===== src/hdl/sss_pkg.sv =====
// constants and types shared by the spindle speed servo
package sss_pkg;
	// ----------------------------------------
	// discriminator targets
	// ----------------------------------------
	localparam int CNT_W = 12;
	localparam logic [CNT_W-1:0] CNT_HIGH_SPEED = 12'h56c; // 1388
	localparam logic [CNT_W-1:0] CNT_LOW_SPEED = 12'h682;  // 1666
	localparam logic [CNT_W-1:0] CNT_ZERO = 12'h000;
	localparam logic [CNT_W-1:0] CNT_ONE = 12'h001;
	localparam logic [CNT_W-1:0] CNT_MAX = 12'hfff;

	// ----------------------------------------
	// clock and speed relation
	// ----------------------------------------
	localparam int OSC_DIV = 2;
	localparam int SEC_PER_MIN = 60;
	localparam int TACH_TEETH_DEFAULT = 60;
	localparam int HYST_SAMPLES = 4;
	localparam logic [1:0] DIV_PHASE_LAST = 2'(OSC_DIV - 1);

	// locked speed in rpm from oscillator rate, target count and tooth count
	function automatic int locked_rpm(input int f_osc_hz, input int count, input int teeth);
		locked_rpm = (SEC_PER_MIN * (f_osc_hz / OSC_DIV)) / (2 * count) / teeth;
	endfunction

	// ----------------------------------------
	// discriminator states
	// ----------------------------------------
	typedef enum logic [1:0]
	{
		SSS_IDLE = 2'b00,
		SSS_ACCEL = 2'b01,
		SSS_DECEL = 2'b10
	} sss_err_t;
endpackage


===== src/hdl/sss_servo.sv =====
// spindle speed servo: reference divider, discriminator, run control, commutation
// Contract
// - oscillator halved to form reference clock
// - reference timing only from oscillator input
// - speed_select high 1388, low 1666
// - error pulse width follows period difference
// - rpm equals 60 fref over 2n z
// - tachometer squared with hysteresis first
// - run_stop_control low runs, high standby
// - hall bias on only while running
// - thermal shutdown at 170, resume 140
// - phase outputs lead hall by 30
`timescale 1ns/1ps
`default_nettype none
module sss_servo
	import sss_pkg::*;
(
	input wire logic mclk, // system clock
	input wire logic nrst, // async reset, active low
	input wire logic osc_in, // oscillator level
	output logic osc_out, // oscillator feedback drive
	input wire logic speed_select, // high: short target
	input wire logic run_stop_control, // high: standby
	input wire logic tach_feedback, // tachometer comparator level
	input wire logic temp_hot, // junction at shutdown level
	input wire logic temp_cool, // junction at release level
	input wire logic [2:0] hall_in, // hall comparator levels
	output logic [2:0] phase_src, // phase sources current
	output logic [2:0] phase_snk, // phase sinks current
	output logic hall_bias_on, // hall bias switch closed
	output logic ref_tick, // reference clock pulse
	output logic speed_err_accel, // error: speed up
	output logic speed_err_decel, // error: slow down
	output logic standby, // in standby
	output logic thermal_shutdown // thermal latch set
);
	// ----------------------------------------
	// run and thermal control
	// ----------------------------------------
	logic therm_q, therm_d;
	logic active;

	always_comb
	begin
		therm_d = therm_q;
		if (temp_hot)
			therm_d = 1'b1;
		else if (temp_cool)
			therm_d = 1'b0;
	end

	always_ff @(posedge mclk or negedge nrst)
	begin
		if (!nrst)
			therm_q <= 1'b0;
		else
			therm_q <= therm_d;
	end

	assign active = !run_stop_control && !therm_q;
	assign standby = run_stop_control;
	assign thermal_shutdown = therm_q;
	assign hall_bias_on = active;
	// inverter drive, unused with external clock
	assign osc_out = ~osc_in;

	// ----------------------------------------
	// reference divider
	// ----------------------------------------
	logic osc_prev_q, osc_prev_d;
	logic [1:0] div_q, div_d;
	logic tick_q, tick_d;

	always_comb
	begin
		osc_prev_d = osc_in;
		div_d = div_q;
		tick_d = 1'b0;
		if (!active)
			div_d = 2'h0;
		else if (osc_in && !osc_prev_q)
		begin
			if (div_q == DIV_PHASE_LAST)
			begin
				div_d = 2'h0;
				tick_d = 1'b1;
			end
			else
				div_d = div_q + 2'h1;
		end
	end

	always_ff @(posedge mclk or negedge nrst)
	begin
		if (!nrst)
		begin
			osc_prev_q <= 1'b0;
			div_q <= 2'h0;
			tick_q <= 1'b0;
		end
		else
		begin
			osc_prev_q <= osc_prev_d;
			div_q <= div_d;
			tick_q <= tick_d;
		end
	end

	assign ref_tick = tick_q;

	// ----------------------------------------
	// tachometer squaring
	// ----------------------------------------
	logic tach_sq;

	sss_hyst #(.SAMPLES(HYST_SAMPLES)) u_tach_sq
	(
		.mclk(mclk),
		.nrst(nrst),
		.clr(!active),
		.raw(tach_feedback),
		.sq(tach_sq)
	);

	// ----------------------------------------
	// speed discriminator
	// ----------------------------------------
	logic tach_prev_q, tach_prev_d;
	logic [CNT_W-1:0] per_q, per_d;
	logic [CNT_W-1:0] pw_q, pw_d;
	logic [CNT_W-1:0] target;
	logic primed_q, primed_d;
	sss_err_t err_q, err_d;

	assign target = speed_select ? CNT_HIGH_SPEED : CNT_LOW_SPEED;

	always_comb
	begin
		tach_prev_d = tach_sq;
		per_d = per_q;
		pw_d = pw_q;
		primed_d = primed_q;
		err_d = err_q;
		if (tick_q && per_q != CNT_MAX)
			per_d = per_q + CNT_ONE;
		if (tick_q && pw_q != CNT_ZERO)
		begin
			pw_d = pw_q - CNT_ONE;
			if (pw_q == CNT_ONE)
				err_d = SSS_IDLE;
		end
		if (!active)
		begin
			per_d = CNT_ZERO;
			pw_d = CNT_ZERO;
			primed_d = 1'b0;
			err_d = SSS_IDLE;
		end
		else if (tach_sq && !tach_prev_q)
		begin
			// tick in the edge cycle opens the new period, so none is lost
			per_d = tick_q ? CNT_ONE : CNT_ZERO;
			primed_d = 1'b1;
			if (primed_q)
			begin
				if (per_q > target)
				begin
					err_d = SSS_ACCEL;
					pw_d = per_q - target;
				end
				else if (per_q < target)
				begin
					err_d = SSS_DECEL;
					pw_d = target - per_q;
				end
				else
				begin
					err_d = SSS_IDLE;
					pw_d = CNT_ZERO;
				end
			end
		end
	end

	always_ff @(posedge mclk or negedge nrst)
	begin
		if (!nrst)
		begin
			tach_prev_q <= 1'b0;
			per_q <= CNT_ZERO;
			pw_q <= CNT_ZERO;
			primed_q <= 1'b0;
			err_q <= SSS_IDLE;
		end
		else
		begin
			tach_prev_q <= tach_prev_d;
			per_q <= per_d;
			pw_q <= pw_d;
			primed_q <= primed_d;
			err_q <= err_d;
		end
	end

	// lock where period equals target count
	assign speed_err_accel = (err_q == SSS_ACCEL);
	assign speed_err_decel = (err_q == SSS_DECEL);

	// ----------------------------------------
	// commutation
	// ----------------------------------------
	logic [2:0] src_q, src_d, snk_q, snk_d;

	always_comb
	begin
		src_d = 3'h0;
		snk_d = 3'h0;
		// hall difference leads by 30 degrees
		if (active)
		begin
			for (int i = 0; i < 3; i++)
			begin
				src_d[i] = hall_in[i] && !hall_in[(i + 1) % 3];
				snk_d[i] = !hall_in[i] && hall_in[(i + 1) % 3];
			end
		end
	end

	always_ff @(posedge mclk or negedge nrst)
	begin
		if (!nrst)
		begin
			src_q <= 3'h0;
			snk_q <= 3'h0;
		end
		else
		begin
			src_q <= src_d;
			snk_q <= snk_d;
		end
	end

	assign phase_src = src_q;
	assign phase_snk = snk_q;
endmodule
`default_nettype wire


===== src/hdl/sss_hyst.sv =====
// input squaring stage with sample hysteresis
`timescale 1ns/1ps
`default_nettype none
module sss_hyst
	import sss_pkg::*;
#(
	parameter int SAMPLES = HYST_SAMPLES
)
(
	input wire logic mclk, // system clock
	input wire logic nrst, // async reset, active low
	input wire logic clr, // hold at low level
	input wire logic raw, // raw comparator level
	output logic sq // squared level
);
	localparam int CW = $clog2(SAMPLES + 1);
	localparam logic [CW-1:0] LAST = CW'(SAMPLES - 1);
	localparam logic [CW-1:0] ZERO = '0;

	logic [CW-1:0] cnt_q, cnt_d;
	logic sq_q, sq_d;

	// ----------------------------------------
	// level changes only after a stable run
	// ----------------------------------------
	always_comb
	begin
		cnt_d = ZERO;
		sq_d = sq_q;
		if (clr)
		begin
			sq_d = 1'b0;
		end
		else if (raw != sq_q)
		begin
			if (cnt_q == LAST)
				sq_d = raw;
			else
				cnt_d = cnt_q + CW'(1);
		end
	end

	always_ff @(posedge mclk or negedge nrst)
	begin
		if (!nrst)
		begin
			cnt_q <= '0;
			sq_q <= 1'b0;
		end
		else
		begin
			cnt_q <= cnt_d;
			sq_q <= sq_d;
		end
	end

	assign sq = sq_q;
endmodule
`default_nettype wire


===== config.mk =====
export PLATFORM = sky130hd
export DESIGN_NAME = sss_servo
export DESIGN_NICKNAME = d
export VERILOG_FILES = /design/src/hdl/sss_pkg.sv /design/src/hdl/sss_servo.sv /design/src/hdl/sss_hyst.sv
export SDC_FILE = /design/constraint.sdc
export NUM_CORES = 1
export LEC_CHECK = 0
export BUFFER_PORTS_ARGS = -buffer_cell sky130_fd_sc_hd__buf_4
export CAP_MARGIN = 40
export CORE_MARGIN = 2
export CORE_UTILIZATION = 65
export DETAILED_ROUTE_END_ITERATION = 6
export PLACE_DENSITY = 0.92
export SYNTH_ARGS = -nofsm -noshare
export SYNTH_HDL_FRONTEND = slang
export SYNTH_SLANG_ARGS = --single-unit

===== constraint.sdc =====
create_clock -name mclk -period 4.4 [get_ports mclk]
set_input_delay 0.22 -clock mclk [delete_from_list [all_inputs] [get_ports mclk]]
set_output_delay 0.22 -clock mclk [all_outputs]
set_load 0.02 [all_outputs]

==> impl_metrics.ini <==
[sta]
slew_headroom = 0.3624
final.setup.tns_ns = 0
setup_violations = 0
timing.fmax_mhz = 335.3
skew_ns = 0.008596
worst_pin_slew_ns = 0.9564
slew_violations = 0
period_share = 0.6778
rsz0062_at_grt = false
holdWs_ns = 0.04700
period_needed_ns = 2.982
hold_viol = 0

[synth]
synthTopCellsByCount = 43 x dfrtp_1, 31 x nor2_1, 29 x nand2_1, 22 x ha_1, 22 x inv_1
syn-cell-area_um2 = 3163
yosys.area.top_type_share = 0.3402
ys_ff_latch = 43
synth_area_leaders = dfrtp_1 34%, ha_1 8.7%, xnor2_1 4.4%
synth_edf_count = 0
synth_top_family_by_area = simple AND/OR/NAND/NOR gates
yosysWarnings = 0
synth.most_common_cell = dfrtp_1
yosys.area_share.adder = 0.09968
ys_types = 60
synth_top_cell_by_area = dfrtp_1
synthSimpleGateAreaFrac = 0.2358
synthesis.nets = 392
async_reset_ff_frac = 1.000
synth.area.mux_share = 0.006329
netlist_instances = 357
synth_xor_area_frac = 0.06369
syn_area_per_cell_um2 = 8.860
synth-seq-area-share = 0.3402
synth_ff_type = dfrtp_1
synth_compound_area_frac = 0.2021

[critical_path]
path_common_cell = a21oi_1
cp.required_ns = 4.61
critPathKind = reg -> reg
r2r_setup_slack_ns = 1.42
cp-end-kind = flip-flop
path_cells = inv_1 -> ha_1 -> and4b_1 -> a21boi_1 -> or2_4 -> a21oi_1 -> a2111oi_0 -> a21oi_1
max_stage_delay_ns = 0.76
reg2regPathDepth = 8
reg2reg_from = per_q[7]$_DFFE_PN0P_
reg2reg_to = pw_q[6]$_DFF_PN0_
cp-start-kind = flip-flop
cp-startpoint = per_q[7]$_DFFE_PN0P_
cp_max_fo = 13
slowest_stage = a21oi_1
cp_data_arrival_time_ns = 3.20

[clocking]
cts_resized = 0
cts_root_buffer = clkbuf_8
cts_buffers = 5
clock-sinks = 43
clk_pin_slew_worst_paths_ns = 0.08
ctsHoldBuffers = 1
postCtsSetupBuffers = 0
clock_latency_ns = 0.29
cts_tree = built
htreeDepth = 2
clockBufferDepth = 2

[job]
drv_cap = 0

[power]
p_leak_nw = 1.543
vdd_drop_max_v = 0.0001635
power_density_nw_per_um2 = 226.9

[floorplanning]
rows = 25
dieWidth_um = 73.76
dieArea_um2 = 5441
ios = 24
fp.dieH_um = 73.76
core_area_um2 = 4723
start_util = 0.6697

[finish]
n_fill_cell = 340
final_cell_area_um2 = 3460
n_antenna_cell = 0
drive_gt1_frac = 0.1186
final_nets = 405
syn2layout_area_growth_pct = 9.375

[route]
via_count = 2727
via_per_inst = 6.226
wl_per_cell_um = 16.30
ant_nets = 0
drt_iter0_markers = 197
drc = 0
wirelength_mm = 7.138
drtPass1Iterations = 5

[place]
place.port_buffers = 23
placedInstanceArea_um2 = 3337
dpl.hpwl_mm = 5.390
gp_congestion = 0.9663

[grt]
first_global_vias = 2678
overflow = 0
antenna_found_initial = 0
grt_use_total = 0.2904
grt_max_degree = 44
grt_pass1_wl_mm = 12.24

[min_path]
holdCritStartpoint = osc_in
whs_path_depth = 1
whs_endpoint = osc_prev_q$_DFF_PN0_
hold_class = in -> reg

[run_status]
status = finished clean
## routing by layer
metal	part of all wire	track usage	vias to the layer above
li1	-	-	1310
met1	0.44	0.3733	1297
met2	0.49	0.4921	102
met3	0.051	0.04390	18
met4	0.024	0.1091	0
met5	0	0	-
## power by group
| part | internal [mW] | switching (mW) | total (mW) |
|---|---|---|---|
| combinational | 0.0324 | 0.0550 | 0.0874 |
| clock | 0.169 | 0.130 | 0.298 |
| sequential | 0.398 | 0.00142 | 0.399 |
| total | 0.599 | 0.186 | 0.785 |
## cell type report
type                       count  area, µm²  share of cell area
clock buffer                   5      68.82             0.01989
clock inverter                 3      43.79             0.01266
inverter                      22      82.58             0.02387
multi-input combinational    274       1922              0.5555
sequential                    43       1076              0.3110
tap                           67      83.83             0.02423
timing repair buffer          24      182.7             0.05280
## cell usage in the layout (no fill, tap or decap), types with 5 or more instances in the layout
| master | instances |
|---|---|
| a211oi_1 | 14 |
| buf_4 | 23 |
| nor2b_1 | 6 |
| inv_1 | 22 |
| a21oi_1 | 21 |
| ha_1 | 22 |
| a31oi_1 | 6 |
| or3_1 | 5 |
| nand3_1 | 10 |
| dfrtp_1 | 43 |
| xor2_1 | 7 |
| nor3_1 | 12 |
| a21o_1 | 6 |
| nand2_1 | 29 |
| nor3b_1 | 7 |
| nor2_1 | 31 |
| xnor2_1 | 16 |
| o21ai_0 | 11 |
| clkbuf_8 | 5 |
## worst max path at each step
stage / cells past startpoint / end
floorplan: 10 / pw_q[7]$_DFF_PN0_
global placement: 9 / pw_q[7]$_DFF_PN0_
detailed placement: 9 / pw_q[7]$_DFF_PN0_
CTS: 8 / pw_q[7]$_DFF_PN0_
global route: 7 / pw_q[10]$_DFF_PN0_
finish: 8 / pw_q[6]$_DFF_PN0_
## worst max-delay path: cells and delay by family, from the launching register on
kind	cells	cell delay, ns
flip-flops	1	0.42
AO/OA/AOI/OAI	4	1.41
buffers and inverters	1	0.10
AND/OR/NAND/NOR	2	0.55
adder cells (fa/ha/maj)	1	0.42
## metrics by stage
step,setup WS [ns],total power [mW],utilization,instances
after global placement,1.426,0.4909,0.7065,429
after floorplan,1.957,0.4590,-,357
final,1.418,0.7850,0.7325,438
after global routing,1.044,0.8164,0.7325,438
after detailed placement,1.303,0.4921,0.7065,429
after CTS,1.471,0.7893,0.7325,438
## registers in the layout, indices dropped and copies added, names as in the netlist
| signal | flops |
|---|---|
| per_q | 12 |
| primed_q | 1 |
| u_tach_sq.cnt_q | 3 |
| osc_prev_q | 1 |
| err_q | 2 |
| phase_snk | 3 |
| div_q | 2 |
| ref_tick | 1 |
| phase_src | 3 |
| tach_prev_q | 1 |
| u_tach_sq.sq | 1 |
| thermal_shutdown | 1 |
| pw_q | 12 |
## cells by family after synthesis
logic type                 Yosys count
and+or+nand+nor                    135
muxes                                2
DFF                                 43
AOI/OAI and AO/OA                   90
adders and majority gates           24
xor gates and xnor gates            23
buffers and inverters               40
Note: power is estimated with default switching activity, not from simulation.
